File: src/slvp_pkg.sv
package slvp_pkg;

	// ----------------------------------------------------------------
	// register map (byte addresses, one 32-bit word each)
	// ----------------------------------------------------------------
	localparam logic [7:0] SLVP_REG_PORT_D   = 8'h00;
	localparam logic [7:0] SLVP_REG_DIR_D    = 8'h04;
	localparam logic [7:0] SLVP_REG_DIR_E    = 8'h08;
	localparam logic [7:0] SLVP_REG_LATCH_E  = 8'h0C;
	localparam logic [7:0] SLVP_REG_PINS_E   = 8'h10;
	localparam logic [7:0] SLVP_REG_CONTROL  = 8'h14;
	localparam logic [7:0] SLVP_REG_CONV_ONE = 8'h18;
	localparam logic [7:0] SLVP_REG_IRQ_STAT = 8'h1C;
	localparam logic [7:0] SLVP_REG_IRQ_CLR  = 8'h20;
	localparam logic [7:0] SLVP_REG_IRQ_EN   = 8'h24;

	// ----------------------------------------------------------------
	// field positions
	// ----------------------------------------------------------------
	localparam int SLVP_CTL_IN_FULL  = 7;
	localparam int SLVP_CTL_OUT_FULL = 6;
	localparam int SLVP_CTL_OVERFLOW = 5;
	localparam int SLVP_CTL_ENABLE   = 4;
	localparam int SLVP_EV_WRITE     = 0;
	localparam int SLVP_EV_READ      = 1;
	localparam int SLVP_EV_OVERFLOW  = 2;
	localparam int SLVP_PIN_RD       = 0;
	localparam int SLVP_PIN_WR       = 1;
	localparam int SLVP_PIN_CS       = 2;

	// ----------------------------------------------------------------
	// reset and configuration values
	// ----------------------------------------------------------------
	localparam logic [7:0] SLVP_DIR_RST       = 8'hFF;
	localparam logic [7:0] SLVP_LATCH_RST     = 8'h00;
	localparam logic [2:0] SLVP_CONV_RST      = 3'h0;
	localparam logic [2:0] SLVP_CONV_DIGITAL  = 3'h7;
	localparam logic [7:0] SLVP_STROBE_INPUTS = 8'h07;
	localparam logic [1:0] SLVP_RESP_OKAY     = 2'h0;
	localparam logic [1:0] SLVP_RESP_SLVERR   = 2'h2;

	// ----------------------------------------------------------------
	// state carriers
	// ----------------------------------------------------------------
	typedef struct packed {
		logic       aw_held;
		logic [7:0] awaddr;
		logic       w_held;
		logic [7:0] wdata;
		logic       wlane;
		logic       awready;
		logic       wready;
		logic       bvalid;
		logic [1:0] bresp;
		logic       arready;
		logic       rvalid;
		logic [31:0] rdata;
		logic [1:0] rresp;
	} slvp_bus_t;

	typedef struct packed {
		logic [7:0] port_d;
		logic [7:0] dir_d;
		logic [7:0] dir_e;
		logic [7:0] latch_e;
		logic       enable;
		logic       in_full;
		logic       out_full;
		logic       overflow;
		logic [2:0] pin_config;
		logic [2:0] irq_stat;
		logic [2:0] irq_en;
		logic       wr_seen;
		logic       rd_seen;
		logic       internal_mode;
		logic [7:0] pd_out;
		logic [7:0] pd_oe;
		logic [7:0] pe_out;
		logic [7:0] pe_oe;
		logic       irq;
		logic       ttl;
	} slvp_core_t;

endpackage : slvp_pkg

File: src/slvp_top.sv
// How it works
// - with the enable bit (bit 4 of the control register) set, port D acts as an 8-bit slave port.
// - the host reads and writes the port with no shared clock, using only its strobes.
// - the port and its control register work only while the internal-only memory mode is in force.
// - the host always moves all eight bits of the port D register in one access.
// - enabling the port makes port E bit 0 the read strobe, bit 1 the write strobe, bit 2 select.
// - port E direction bits 2:0 are held at input while the port is enabled.
// - the strobes act only once the analog pin configuration makes port E 2:0 digital.
// - a write happens at the first cycle select and write strobe are both seen low.
// - a read happens at the first cycle select and read strobe are both seen low.
// - while read strobe and select are low the port D register is driven onto the bus.
// - the port D register is loaded from the bus only at the first cycle write strobe and select are seen low.
// - with select high both strobes are ignored.
// - while the port is enabled the control inputs use TTL thresholds.
`timescale 1ns/1ps
`default_nettype none

module slvp_top
	import slvp_pkg::*;
(
	input  wire logic        ref_clk,        // system clock, 200 MHz
	input  wire logic        reset_n,        // synchronous reset, active low
	input  wire logic [7:0]  s_axi_awaddr,   // write address
	input  wire logic        s_axi_awvalid,  // write address valid
	output logic             s_axi_awready,  // write address ready
	input  wire logic [31:0] s_axi_wdata,    // write data
	input  wire logic [3:0]  s_axi_wstrb,    // write byte strobes
	input  wire logic        s_axi_wvalid,   // write data valid
	output logic             s_axi_wready,   // write data ready
	output logic [1:0]       s_axi_bresp,    // write response
	output logic             s_axi_bvalid,   // write response valid
	input  wire logic        s_axi_bready,   // write response ready
	input  wire logic [7:0]  s_axi_araddr,   // read address
	input  wire logic        s_axi_arvalid,  // read address valid
	output logic             s_axi_arready,  // read address ready
	output logic [31:0]      s_axi_rdata,    // read data
	output logic [1:0]       s_axi_rresp,    // read response
	output logic             s_axi_rvalid,   // read data valid
	input  wire logic        s_axi_rready,   // read data ready
	input  wire logic        internal_mode,  // program memory in internal-only mode
	input  wire logic [7:0]  port_d_in,      // port D pin levels
	output logic [7:0]       port_d_out,     // port D drive value
	output logic [7:0]       port_d_oe,      // port D output enables
	input  wire logic [7:0]  port_e_in,      // port E pin levels
	output logic [7:0]       port_e_out,     // port E drive value
	output logic [7:0]       port_e_oe,      // port E output enables
	output logic             ttl_select,     // port E control inputs on TTL thresholds
	output logic             irq             // level interrupt
);

	// ----------------------------------------------------------------
	// helpers
	// ----------------------------------------------------------------

	// true for an address that hits a register
	function automatic logic slvp_mapped(input logic [7:0] addr);
		unique case (addr)
			SLVP_REG_PORT_D, SLVP_REG_DIR_D, SLVP_REG_DIR_E, SLVP_REG_LATCH_E,
			SLVP_REG_PINS_E, SLVP_REG_CONTROL, SLVP_REG_CONV_ONE,
			SLVP_REG_IRQ_STAT, SLVP_REG_IRQ_CLR, SLVP_REG_IRQ_EN: slvp_mapped = 1'b1;
			default: slvp_mapped = 1'b0;
		endcase
	endfunction : slvp_mapped

	slvp_bus_t  bus_r;
	slvp_bus_t  bus_nxt;
	slvp_core_t core_r;
	slvp_core_t core_nxt;

	logic        sw_write;    // register write carried out this cycle
	logic        sw_read;     // register read accepted this cycle
	logic        port_active; // slave port fully enabled
	logic        cs_low;
	logic        wr_now;
	logic        rd_now;
	logic        wr_first;
	logic        rd_first;
	logic [31:0] read_word;

	// ----------------------------------------------------------------
	// bus events and port decode
	// ----------------------------------------------------------------

	// a write goes ahead once address and data are both held
	assign sw_write = bus_r.aw_held && bus_r.w_held && !bus_r.bvalid;
	assign sw_read  = s_axi_arvalid && bus_r.arready;

	// port active only in internal mode with digital control pins
	assign port_active = core_r.enable && core_r.internal_mode
		&& (core_r.pin_config == SLVP_CONV_DIGITAL);
	assign cs_low   = port_active && !port_e_in[SLVP_PIN_CS];
	assign wr_now   = cs_low && !port_e_in[SLVP_PIN_WR];
	assign rd_now   = cs_low && !port_e_in[SLVP_PIN_RD];
	assign wr_first = wr_now && !core_r.wr_seen;
	assign rd_first = rd_now && !core_r.rd_seen;

	// register read mux
	always_comb begin
		read_word = 32'h0000_0000;
		unique case (s_axi_araddr)
			SLVP_REG_PORT_D:   read_word[7:0] = core_r.enable ? core_r.port_d : port_d_in;
			SLVP_REG_DIR_D:    read_word[7:0] = core_r.dir_d;
			SLVP_REG_DIR_E:    read_word[7:0] = core_r.dir_e;
			SLVP_REG_LATCH_E:  read_word[7:0] = core_r.latch_e;
			SLVP_REG_PINS_E:   read_word[7:0] = port_e_in;
			SLVP_REG_CONTROL: begin
				read_word[SLVP_CTL_IN_FULL]  = core_r.in_full;
				read_word[SLVP_CTL_OUT_FULL] = core_r.out_full;
				read_word[SLVP_CTL_OVERFLOW] = core_r.overflow;
				read_word[SLVP_CTL_ENABLE]   = core_r.enable;
			end
			SLVP_REG_CONV_ONE: read_word[2:0] = core_r.pin_config;
			SLVP_REG_IRQ_STAT: read_word[2:0] = core_r.irq_stat;
			SLVP_REG_IRQ_EN:   read_word[2:0] = core_r.irq_en;
			default:           read_word = 32'h0000_0000;
		endcase
	end

	// ----------------------------------------------------------------
	// AXI4-Lite slave
	// ----------------------------------------------------------------

	// next state of the bus handshakes
	always_comb begin
		bus_nxt = bus_r;
		if (s_axi_awvalid && bus_r.awready) begin
			bus_nxt.aw_held = 1'b1;
			bus_nxt.awaddr  = s_axi_awaddr;
		end
		if (s_axi_wvalid && bus_r.wready) begin
			bus_nxt.w_held = 1'b1;
			bus_nxt.wdata  = s_axi_wdata[7:0];
			bus_nxt.wlane  = s_axi_wstrb[0];
		end
		if (sw_write) begin
			bus_nxt.aw_held = 1'b0;
			bus_nxt.w_held  = 1'b0;
			bus_nxt.bvalid  = 1'b1;
			bus_nxt.bresp   = slvp_mapped(bus_r.awaddr) ? SLVP_RESP_OKAY : SLVP_RESP_SLVERR;
		end else if (bus_r.bvalid && s_axi_bready) begin
			bus_nxt.bvalid = 1'b0;
		end
		bus_nxt.awready = !bus_nxt.aw_held && !bus_nxt.bvalid;
		bus_nxt.wready  = !bus_nxt.w_held && !bus_nxt.bvalid;
		if (sw_read) begin
			bus_nxt.rvalid = 1'b1;
			bus_nxt.rdata  = read_word;
			bus_nxt.rresp  = slvp_mapped(s_axi_araddr) ? SLVP_RESP_OKAY : SLVP_RESP_SLVERR;
		end else if (bus_r.rvalid && s_axi_rready) begin
			bus_nxt.rvalid = 1'b0;
		end
		bus_nxt.arready = !bus_nxt.rvalid;
	end

	// bus state registers
	always_ff @(posedge ref_clk) begin
		if (!reset_n) begin
			bus_r <= '0;
		end else begin
			bus_r <= bus_nxt;
		end
	end

	assign s_axi_awready = bus_r.awready;
	assign s_axi_wready  = bus_r.wready;
	assign s_axi_bvalid  = bus_r.bvalid;
	assign s_axi_bresp   = bus_r.bresp;
	assign s_axi_arready = bus_r.arready;
	assign s_axi_rvalid  = bus_r.rvalid;
	assign s_axi_rdata   = bus_r.rdata;
	assign s_axi_rresp   = bus_r.rresp;

	// ----------------------------------------------------------------
	// port core
	// ----------------------------------------------------------------

	// next state of registers, flags and pins
	always_comb begin
		logic       lane;
		logic [2:0] events;
		lane     = sw_write && bus_r.wlane;
		events   = 3'h0;
		core_nxt = core_r;
		core_nxt.internal_mode = internal_mode;
		core_nxt.wr_seen = wr_now;
		core_nxt.rd_seen = rd_now;

		// software side: writes and read side effects
		if (lane) begin
			unique case (bus_r.awaddr)
				SLVP_REG_PORT_D: begin
					core_nxt.port_d = bus_r.wdata;
					if (port_active)
						core_nxt.out_full = 1'b1;
				end
				SLVP_REG_DIR_D:    core_nxt.dir_d = bus_r.wdata;
				SLVP_REG_DIR_E: begin
					core_nxt.dir_e = bus_r.wdata;
					if (core_r.enable)
						core_nxt.dir_e[2:0] = core_r.dir_e[2:0];
				end
				SLVP_REG_LATCH_E:  core_nxt.latch_e = bus_r.wdata;
				SLVP_REG_CONTROL: begin
					if (core_r.internal_mode) begin
						core_nxt.enable = bus_r.wdata[SLVP_CTL_ENABLE];
						if (!bus_r.wdata[SLVP_CTL_OVERFLOW])
							core_nxt.overflow = 1'b0;
					end
				end
				SLVP_REG_CONV_ONE: core_nxt.pin_config = bus_r.wdata[2:0];
				SLVP_REG_IRQ_CLR:  core_nxt.irq_stat = core_r.irq_stat & ~bus_r.wdata[2:0];
				SLVP_REG_IRQ_EN:   core_nxt.irq_en = bus_r.wdata[2:0];
				default: ;
			endcase
		end
		if (sw_read && s_axi_araddr == SLVP_REG_PORT_D)
			core_nxt.in_full = 1'b0;

		// host write: whole byte taken on first detection, flags set over clears
		if (wr_first) begin
			core_nxt.port_d = port_d_in;
			core_nxt.in_full = 1'b1;
			events[SLVP_EV_WRITE] = 1'b1;
			if (core_r.in_full) begin
				core_nxt.overflow = 1'b1;
				events[SLVP_EV_OVERFLOW] = 1'b1;
			end
		end
		// host read clears output-full on first detection
		if (rd_first) begin
			core_nxt.out_full = 1'b0;
			events[SLVP_EV_READ] = 1'b1;
		end
		core_nxt.irq_stat = core_nxt.irq_stat | events;

		// leaving the internal-only mode drops the port
		if (!core_r.internal_mode)
			core_nxt.enable = 1'b0;
		if (core_nxt.enable)
			core_nxt.dir_e[2:0] = SLVP_STROBE_INPUTS[2:0];

		// port D drives the register only during a host read when enabled
		core_nxt.pd_out = core_nxt.port_d;
		if (core_nxt.enable)
			core_nxt.pd_oe = rd_now ? 8'hFF : 8'h00;
		else
			core_nxt.pd_oe = ~core_nxt.dir_d;
		core_nxt.pe_out = core_nxt.latch_e;
		core_nxt.pe_oe  = ~core_nxt.dir_e;
		core_nxt.ttl    = core_nxt.enable;
		core_nxt.irq    = |(core_nxt.irq_stat & core_nxt.irq_en);
	end

	// core state registers
	always_ff @(posedge ref_clk) begin
		if (!reset_n) begin
			core_r            <= '0;
			core_r.port_d     <= SLVP_LATCH_RST;
			core_r.dir_d      <= SLVP_DIR_RST;
			core_r.dir_e      <= SLVP_DIR_RST;
			core_r.latch_e    <= SLVP_LATCH_RST;
			core_r.pin_config <= SLVP_CONV_RST;
		end else begin
			core_r <= core_nxt;
		end
	end

	assign port_d_out = core_r.pd_out;
	assign port_d_oe  = core_r.pd_oe;
	assign port_e_out = core_r.pe_out;
	assign port_e_oe  = core_r.pe_oe;
	assign ttl_select = core_r.ttl;
	assign irq        = core_r.irq;

endmodule : slvp_top

`default_nettype wire

File: config.mk
export PLATFORM = sky130hd
export DESIGN_NAME = slvp_top
export DESIGN_NICKNAME = d
export VERILOG_FILES = /design/src/slvp_pkg.sv /design/src/slvp_top.sv
export SDC_FILE = /design/constraint.sdc
export NUM_CORES = 1
export LEC_CHECK = 0
export BUFFER_PORTS_ARGS = -buffer_cell sky130_fd_sc_hd__buf_2
export CAP_MARGIN = 10
export CORE_AREA = 3 3 106 108
export DETAILED_ROUTE_END_ITERATION = 16
export DIE_AREA = 0 0 109 111
export GPL_TIMING_DRIVEN = 0
export PLACE_DENSITY = 0.85
export SLEW_MARGIN = 20
export SYNTH_ARGS = -nofsm -noshare
export SYNTH_HDL_FRONTEND = slang
export SYNTH_SLANG_ARGS = --single-unit
File: constraint.sdc
create_clock -name ref_clk -period 1.7 [get_ports ref_clk]
set_input_delay 0.085 -clock ref_clk [delete_from_list [all_inputs] [get_ports ref_clk]]
set_output_delay 0.085 -clock ref_clk [all_outputs]
set_load 0.01 [all_outputs]
==> impl_summary.md, run 1 <==
Place
The placed cell count is 766. At the end of routability-driven placement, the weighted congestion stood at 0.9662. After legalization and detailed placement, the total HPWL measured 9.608 mm. The port buffer count is 97. In this run the cell area measured after placement is 5535 sq um. The setup slack at placement is -0.2960 ns.

Timing
Counting I/O delays and the setup requirement, the final critical path takes 1.844 ns. The transition time at the pin with the least slew margin is 0.9146 ns. Setup violations remaining at the end of the flow were counted as 16. The worst clock skew is 0.01259 ns. Setup repair after global routing could not meet its margin everywhere. Of the available clock period, the critical path in the final layout requires 108.5%. The total count of max-transition violations in the final report came to 0. The number of hold-slack violations in the final timing report is 0. The highest clock frequency the design can meet is 542.3 MHz. The worst relative slew slack is 38.87%. Once routing completed, OpenROAD measured the worst setup slack at -0.1440 ns.

GRT
The aggregate global routing overflow is 0. Global routing used 22.76% of the available tracks. The initial antenna violation count is 0. The pin count of the biggest net entering global routing is 19. The via count of the first global-routing pass was 4243. The first-pass GRT wire length is 21.60 mm.

Outcome
The checks that failed: setup timing. The flow ran to the end, but the final reports show violations.

Cells and area
The register area is 2009 sq um. The layout overhead on the synthesized area is 34.81%. 0 antenna diodes ended up in the layout. The number of standard cells in the final layout excluding fillers is 829. The post-route netlist has 37.81% of its cells at a drive strength greater than 1. The filler cells instantiated in the layout total 857. The final layout net count is 764. The area of combinational cells with multiple inputs is 2449 sq um. The final design instance area without fill is 6420 sq um.

Power
In this run the static leakage power is 3.156 nW. The largest vdd supply drop is 0.0004457 V. Dividing total power by cell area gives a power density of 707.2 nW/um^2.

Floorplanning
The die covers 12100 sq um. From left edge to right edge, the die measures 109 um. The core region is 10320 sq um. The number of standard-cell rows in the floorplan is 37. The number of placed I/O pins is 151. The y dimension of the die is 111 um. The initial standard-cell utilization of the core is 46.13%.

Logic synthesis
The average cell area after synthesis is 9.374 sq um. The prevailing post-synth register cell is sky130_fd_sc_hd__dfxtp_1. The synthesized netlist devotes 14.90% of its cell area to compound gates. After Yosys synthesis, XOR and XNOR cells account for 0% of the synthesized area. Of the post-synthesis cell area, the part taken by muxes is 11.77%.

After synthesis the cells add up to 4762 sq um. By area, the combinational part of the netlist is dominated by simple AND/OR/NAND/NOR gates. The share of synthesized area occupied by flip-flops and latches is 41.62%. The number of flops mapped to enable cells by yosys is 0. The number of different library cells in the post-synthesis netlist is 49. The number of storage elements in the synthesis netlist is 99. The area share of and/or/nand/nor cells after synthesis is 18.21%. The adder and majority cell fraction of the synthesized area is 0%. Synthesis handed over a netlist of 508 instances. The share of synthesized registers carrying an async set or reset is 0%. The Yosys step of the flow raised 0 warnings.

Setup path
The worst setup path is captured at a register. The critical path startpoint category is a register. Walking the worst path, the cells encountered are nor4b_4 -> buf_4 -> nand4_1 -> buf_4 -> mux2i_4 -> nor2b_4 -> buf_6 -> a22o_1. The largest fanout on the critical path is 5.

At the worst endpoint, the arrival time is 2.12 ns. The endpoint required time on the critical path is 1.98 ns. The most numerous cell type found on the critical path is sky130_fd_sc_hd__buf_4. The critical path start-end classification is register to register. The largest single stage delay on the critical path is 0.37 ns.

Among all stages on the critical path, the largest delay is contributed by sky130_fd_sc_hd__dfxtp_4.

Clocking
In this run the deepest clock path goes through 2 buffers. The H-tree level count is 3. TritonCTS built the clock tree.

The clock slew seen by the registers of the worst setup and hold paths is 0.11 ns. The clock drives 99 sinks. Counting the buffers created by CTS gives 9. The cell sitting at the root of the clock tree is a sky130_fd_sc_hd__clkbuf_8.

For the worst-skew pair, the clock arrives at the later sink with an insertion delay of 0.38 ns.

Detailed routing
The detailed-route wire length is 14.20 mm. The via density per instance is 5.262. The overall via count from detail_route is 4362. In the routed design, unresolved DRC markers number 0. In the final routed layout, each cell accounts on average for 17.12 um. Before antenna repair, the detailed router went through 5 iterations. The DRC marker count from the first detailed-route iteration is 350.

The count of nets left with antenna violations once routing finished came out at 0.

Flow run
The max-capacitance violation count is 0.

Min path
The type of the most critical hold path is primary input to register.
[timing repair]
action / CTS / global route
resized for setup: 31 / 30
setup buffers: 15 / 6
gates cloned: 1 / 1
pin swaps: 6 / 9
hold buffers: 30 / 1
setup endpoints to repair: 48 / 50
endpoints found under the hold margin: 29 / 1
[final timing paths]
check / slack, ns / startpoint / depth (start not counted) / end
max: -0.14 / bus_r[57] / 8 / port_d_oe[6]
min: 0.02 / s_axi_araddr[5] / 3 / s_axi_rresp[1]
max reg2reg: -0.14 / bus_r[57] / 8 / port_d_oe[6]
min reg2reg: 0.47 / bus_r[50] / 1 / s_axi_wready
[routing by layer]
metal	up-vias	part of all wire, %	track usage [%]
li1	2057	-	-
met1	2059	40	28.02
met2	218	49	39.64
met3	28	8.2	4.950
met4	0	2.6	5.976
met5	-	0	0
[flip-flops by register name, indices dropped and copies added (netlist names), 8 cells and up]
signal / count
bus_r: 19
core_r: 31
port_d_oe: 8
port_d_out: 8
port_e_oe: 8
port_e_out: 8
s_axi_rdata: 8
[metrics by stage]
step,setup TNS (ns),power (W),hold slack [ns],util [%]
after floorplan,-0.07304,0.002708,0.1606,-
after global placement,-5.401,0.002859,0.3101,53.62
after detailed placement,-6.896,0.002870,0.3221,53.62
after CTS,-0.6040,0.004483,0.01526,60.79
after global routing,-4.388,0.004698,0.02352,62.19
final,-1.825,0.004540,0.01980,62.19
[layout by cell type (no fill, tap or decap), types with 5 or more instances in the layout]
cell	n
sky130_fd_sc_hd__mux2i_1	44
sky130_fd_sc_hd__buf_2	99
sky130_fd_sc_hd__a22o_1	21
sky130_fd_sc_hd__buf_4	86
sky130_fd_sc_hd__dfxtp_4	5
sky130_fd_sc_hd__dlygate4sd3_1	30
sky130_fd_sc_hd__clkbuf_8	9
sky130_fd_sc_hd__and2_1	10
sky130_fd_sc_hd__nor2_1	12
sky130_fd_sc_hd__conb_1	26
sky130_fd_sc_hd__o21ai_0	14
sky130_fd_sc_hd__clkbuf_1	14
sky130_fd_sc_hd__o211a_1	8
sky130_fd_sc_hd__mux2_2	6
sky130_fd_sc_hd__inv_1	7
sky130_fd_sc_hd__a21boi_0	22
sky130_fd_sc_hd__nor2b_1	14
sky130_fd_sc_hd__dfxtp_1	87
sky130_fd_sc_hd__dfxtp_2	7
sky130_fd_sc_hd__nand3_1	5
sky130_fd_sc_hd__nand2_1	68
sky130_fd_sc_hd__a21oi_1	8
[where the power goes]
part,internal (W),switching (W)
registers,0.00236,0.0000531
logic,0.000263,0.000271
clock network,0.000709,0.000886
total,0.00333,0.00121
[layout make-up]
class	count	area share (%)
clock buffer	9	1.929
multi-input combinational	336	38.14
sequential	99	31.30
tap	136	2.651
buffer	87	9.394
clock inverter	7	1.306
timing repair buffer	148	14.87
inverter	7	0.4093
[logic make-up (layout without fill, tap and decap cells)]
| family | after synthesis | count (layout) |
|---|---|---|
| muxes | 54 | 54 |
| other | 1 | 26 |
| DFF | 99 | 99 |
| and+or+nand+nor | 160 | 161 |
| AOI/OAI and AO/OA | 95 | 95 |
| buffers and inverters | 99 | 258 |
[synthesized netlist by cell type (3+ instances only)]
| library cell | count | area (sq um) |
|---|---|---|
| sky130_fd_sc_hd__a211oi_1 | 3 | 22.52 |
| sky130_fd_sc_hd__a21boi_0 | 22 | 165.2 |
| sky130_fd_sc_hd__a21oi_1 | 8 | 40.04 |
| sky130_fd_sc_hd__a221oi_1 | 4 | 35.03 |
| sky130_fd_sc_hd__a22o_1 | 21 | 183.9 |
| sky130_fd_sc_hd__a22oi_1 | 3 | 22.52 |
| sky130_fd_sc_hd__and2_1 | 12 | 75.07 |
| sky130_fd_sc_hd__and3_1 | 4 | 25.02 |
| sky130_fd_sc_hd__buf_2 | 4 | 20.02 |
| sky130_fd_sc_hd__buf_4 | 68 | 510.5 |
| sky130_fd_sc_hd__clkbuf_1 | 18 | 67.56 |
| sky130_fd_sc_hd__dfxtp_1 | 99 | 1982 |
| sky130_fd_sc_hd__inv_1 | 7 | 26.28 |
| sky130_fd_sc_hd__mux2_2 | 6 | 67.56 |
| sky130_fd_sc_hd__mux2i_1 | 47 | 470.5 |
| sky130_fd_sc_hd__nand2_1 | 72 | 270.3 |
| sky130_fd_sc_hd__nand2b_1 | 6 | 37.54 |
| sky130_fd_sc_hd__nand3_1 | 7 | 35.03 |
| sky130_fd_sc_hd__nor2_1 | 13 | 48.80 |
| sky130_fd_sc_hd__nor2b_1 | 14 | 87.58 |
| sky130_fd_sc_hd__nor3_1 | 3 | 15.01 |
| sky130_fd_sc_hd__nor4_1 | 7 | 43.79 |
| sky130_fd_sc_hd__nor4b_1 | 3 | 26.28 |
| sky130_fd_sc_hd__nor4b_2 | 3 | 45.04 |
| sky130_fd_sc_hd__o211a_1 | 8 | 80.08 |
| sky130_fd_sc_hd__o21ai_0 | 14 | 70.07 |
| sky130_fd_sc_hd__o22ai_1 | 3 | 18.77 |
| sky130_fd_sc_hd__o2bb2ai_1 | 3 | 26.28 |
[worst max-delay path, delay by kind of cell (launching register included)]
family | cells | cell delay, ns
muxes | 1 | 0.22
buffers and inverters | 3 | 0.50
and+or+nand+nor | 3 | 0.47
DFF | 1 | 0.37
AOI/OAI and AO/OA | 1 | 0.18
Power figures use the tool's default switching activity.
==> inputs of run 2 (changes only) <==
--- a/config.mk
+++ b/config.mk
@@ -8,6 +8,7 @@
 export BUFFER_PORTS_ARGS = -buffer_cell sky130_fd_sc_hd__buf_2
 export CAP_MARGIN = 10
 export CORE_AREA = 3 3 106 108
+export CTS_CLUSTER_DIAMETER = 100
 export DETAILED_ROUTE_END_ITERATION = 16
 export DIE_AREA = 0 0 109 111
 export GPL_TIMING_DRIVEN = 0
==> constraint.sdc (replaced) <==
create_clock -name ref_clk -period 1.6 [get_ports ref_clk]
set_input_delay 0.32 -clock ref_clk [delete_from_list [all_inputs] [get_ports ref_clk]]
set_output_delay 0.32 -clock ref_clk [all_outputs]
set_load 0.01 [all_outputs]
==> run 2 against run 1 <==
The run still ends with setup timing left. Global-route usage is 1.5 points lower. Die area stayed put. Routed wire length is 6.8% lower. Core utilization is 2.3 points lower. Clock power is 6% lower. Sequential share of layout area is 1.1 points higher. Total power is 0.31% higher. Clock skew is 0.0024 ns lower. Critical path type unchanged. Highest routed layer unchanged.
==> impl_summary.md, run 2 (synthesis gave the netlist of run 1 again) <==
Timing
The worst relative slew slack is 59.66% (+21 points). The final-report setup violation count was 51 (+35). The number of hold-slack violations in the final timing report is 0 (unchanged).

The worst clock skew is 0.01023 ns (-0.002357 ns). The smallest setup slack after layout is -0.1483 ns (-0.004260 ns). The transition time at the pin with the least slew margin is 0.5996 ns (-0.3150 ns). The sum of negative setup slack is -3.416 ns (-1.590 ns).

The highest clock frequency the design can meet came to 572.0 MHz (+5.5%). Setup repair after global routing could not meet its margin everywhere. The portion of the clock cycle consumed by the worst path in the final layout is 109.3% (+0.80 points). The worst hold margin was 0.1740 ns (+0.1542 ns).

The minimum clock period came to 1.748 ns (-0.09574 ns). The total count of max-transition violations in the final report is 0 (unchanged).

Setup path
In this run the worst setup path begins at bus_r[56]. STA classifies the critical path endpoint as a register. The worst setup path is launched from a register.

The capturing point of the worst reg2reg path is port_d_oe[6]. By startpoint and endpoint, the worst setup path is classified as register to register. The data arrival time of the critical path is 2.01 ns (-0.11 ns). The number of cells on the worst reg-to-reg path is 6 (-2). The endpoint of the most critical setup path is port_d_oe[6]. The largest fanout on the critical path is 10 (+5).

The setup slack of the most critical reg-to-reg path is -0.15 ns (about the same). The endpoint required time on the critical path is 1.86 ns (-0.12 ns). The worst flop-to-flop path startpoint is bus_r[56].

Detailed routing
The overall via count from detail_route is 4100 (-6.0%). The number of detailed-routing iterations run before antenna repair came to 5 (unchanged). The detailed-route wire length is 13.23 mm (-6.8%). The routed length per placed instance came to 16.58 um (-3.2%). The total DRC errors in the routed layout is 0 (unchanged). The DRC marker count from the first detailed-route iteration is 276 (-21%).

The remaining antenna violation count after routing is 0 (unchanged). The via density per instance was 5.138 (-2.4%).

Floorplanning
The y dimension of the die is 111 um (unchanged). The overall die area came to 12100 sq um (unchanged). The initial standard-cell utilization of the core is 46.13% (unchanged). The die boundary width is 109 um (unchanged). The core outline area is 10320 sq um (unchanged). The number of placed I/O pins is 151 (unchanged). The number of standard-cell rows in the floorplan came to 37 (unchanged).

GRT
The first-pass GRT wire length is 19.97 mm (-7.5%). The aggregate global routing overflow was 0 (unchanged). The total routing usage reported by global routing is 21.22% (-1.5 points). The via count of the first global-routing pass came to 3929 (-7.4%). The initial antenna violation count is 0 (unchanged). The pin count of the biggest net entering global routing is 17 (-2).

Min path
The startpoint identified for the worst hold timing path is internal_mode. The type of the most critical hold path is primary input to register.

Outcome
The final reports fail on setup timing. The run finished, with violations left.

Power
The largest vdd supply drop was 0.0004015 V (-9.9%). The power density relative to cell area is 736.7 nW/um^2 (+4.2%). The overall power is 0.004554 W (+0.31%). The leakage power is 3.012 nW (-4.6%). The clock network fraction of design power came to 32.8% (-2.3 points).

The fraction of power consumed by combinational cells is 10.9% (-0.9 points). The sequential cell fraction of total power is 56.3% (+3.2 points). The fraction of power spent switching nets is 26.41% (-0.24 points). The internal power consumption is 0.003351 W (+0.64%). The switching component of the power was 0.001203 W (-0.58%).

Cells and area
The final layout net count is 733 (-4.1%). In the final layout, the registers with the most flip-flops are core_r x31, bus_r x19. The number of inserted filler cells in the final layout is 899 (+4.9%). The register area is 2004 sq um (-0.25%). The antenna diode count is 0 (unchanged). Leaving out fill and tap cells, the most frequent cell in the layout is sky130_fd_sc_hd__buf_2. core_r holds more flip-flops than any other register. The flip-flop count of the largest register after layout is 31 (unchanged). The library cells used most frequently in the layout, excluding fill and tap cells, are sky130_fd_sc_hd__buf_2 (99), sky130_fd_sc_hd__dfxtp_1 (89), sky130_fd_sc_hd__buf_4 (84). The fraction of final layout cells with drive strength greater than 1 is 39.43% (+1.6 points). The layout overhead on the synthesized area is 29.82%. The area of combinational cells with multiple inputs is 2510 sq um (+2.5%).

Place
The placer congestion estimate is 0.9553 (-1.1%). The placed wire-length estimate is 9.646 mm (+0.39%). The port buffer count came to 97 (unchanged).

Clocking
The clock network latency to the later pin of the worst-skew pair is 0.37 ns (about the same). The H-tree level count is 3 (unchanged). TritonCTS built the clock tree. The total clock buffers created by CTS is 9 (unchanged). The root buffer cell chosen for the clock tree is sky130_fd_sc_hd__clkbuf_8. The clock slew seen by the registers of the worst setup and hold paths is 0.10 ns (about the same). The sink count of the clock tree is 99 (unchanged). The post-cts hold buffer count is 0 (-100%). The number of buffers between clock root and the deepest sink came to 2 (unchanged).

Flow run
The max-capacitance violation count was 0 (unchanged).
==> run 2: cell types whose count changed in the layout (fill, tap and decap cells not counted), sizes merged <==
cell / before / now
dlygate4sd3: 30 / 0
buf: 191 / 192
bufinv: 1 / 0
clkbuf: 23 / 24
inv: 10 / 9
nand3: 8 / 7
==> run 2: worst max-delay path: stages, from the launching register on <==
cell and delay [ns]:
sky130_fd_sc_hd__dfxtp_4 0.36, sky130_fd_sc_hd__nor4b_4 0.31, sky130_fd_sc_hd__nand4_1 0.25, sky130_fd_sc_hd__mux2i_4 0.30
sky130_fd_sc_hd__nor2b_4 0.09, sky130_fd_sc_hd__buf_6 0.14, sky130_fd_sc_hd__a22o_1 0.18
==> run 2: how the worst min path moves through the flow <==
stage / end / slack [ns] / cells after the start
detailed placement: s_axi_rdata[0] / 0.48 / 2
global route: core_r[34] / 0.18 / 2
CTS: core_r[36] / 0.17 / 2
finish: core_r[34] / 0.17 / 2
floorplan: core_r[36] / 0.40 / 1
global placement: s_axi_rdata[2] / 0.47 / 2
==> run 2: area by class of cell <==
| cell class | instances | share of cell area [%] |
|---|---|---|
| buffer | 88 | 10.14 |
| clock buffer | 11 | 2.287 |
| clock inverter | 5 | 0.5869 |
| inverter | 7 | 0.4250 |
| multi-input combinational | 335 | 40.60 |
| sequential | 99 | 32.42 |
| tap | 136 | 2.752 |
| timing repair buffer | 117 | 10.79 |
==> run 2: power groups by stage <==
stage / sequential, W / clock, W / combinational [W]
final: 0.00256 / 0.00150 / 0.000496
after global routing: 0.00257 / 0.00160 / 0.000540
after CTS: 0.00256 / 0.00150 / 0.000473
after detailed placement: 0.00262 / 0 / 0.000440
after global placement: 0.00261 / 0 / 0.000430
after floorplan: 0.00260 / 0 / 0.000278
==> run 2: through the flow <==
stage               std cells  area [sq um]  setup slack [ns]  util [%]
finish                    798          6182           -0.1483     59.88
global route              798          6182           -0.2212     59.88
floorplan                 533          4937           -0.1183         -
CTS                       798          6021           -0.1255     58.32
global placement          766          5593           -0.4745     54.18
detailed placement        766          5593           -0.4596     54.18
==> run 2: repair_timing <==
| item | in CTS | in global routing |
|---|---|---|
| gates resized for setup | 30 | 33 |
| buffers inserted | 18 | 2 |
| setup endpoints to repair | 57 | 67 |
| cloned | 2 | 0 |
| pin swaps | 9 | 4 |
==> run 2: metal layers <==
layer  wire length, um  GRT usage [%]  vias to the layer above  share of wire, %
met1              5408          26.83                     1904                41
met5                 0              0                        -                 0
li1                  -              -                     1994                 -
met2              6548          35.59                      179                49
met3              1017          4.543                       23               7.7
met4               256          6.818                        0               1.9
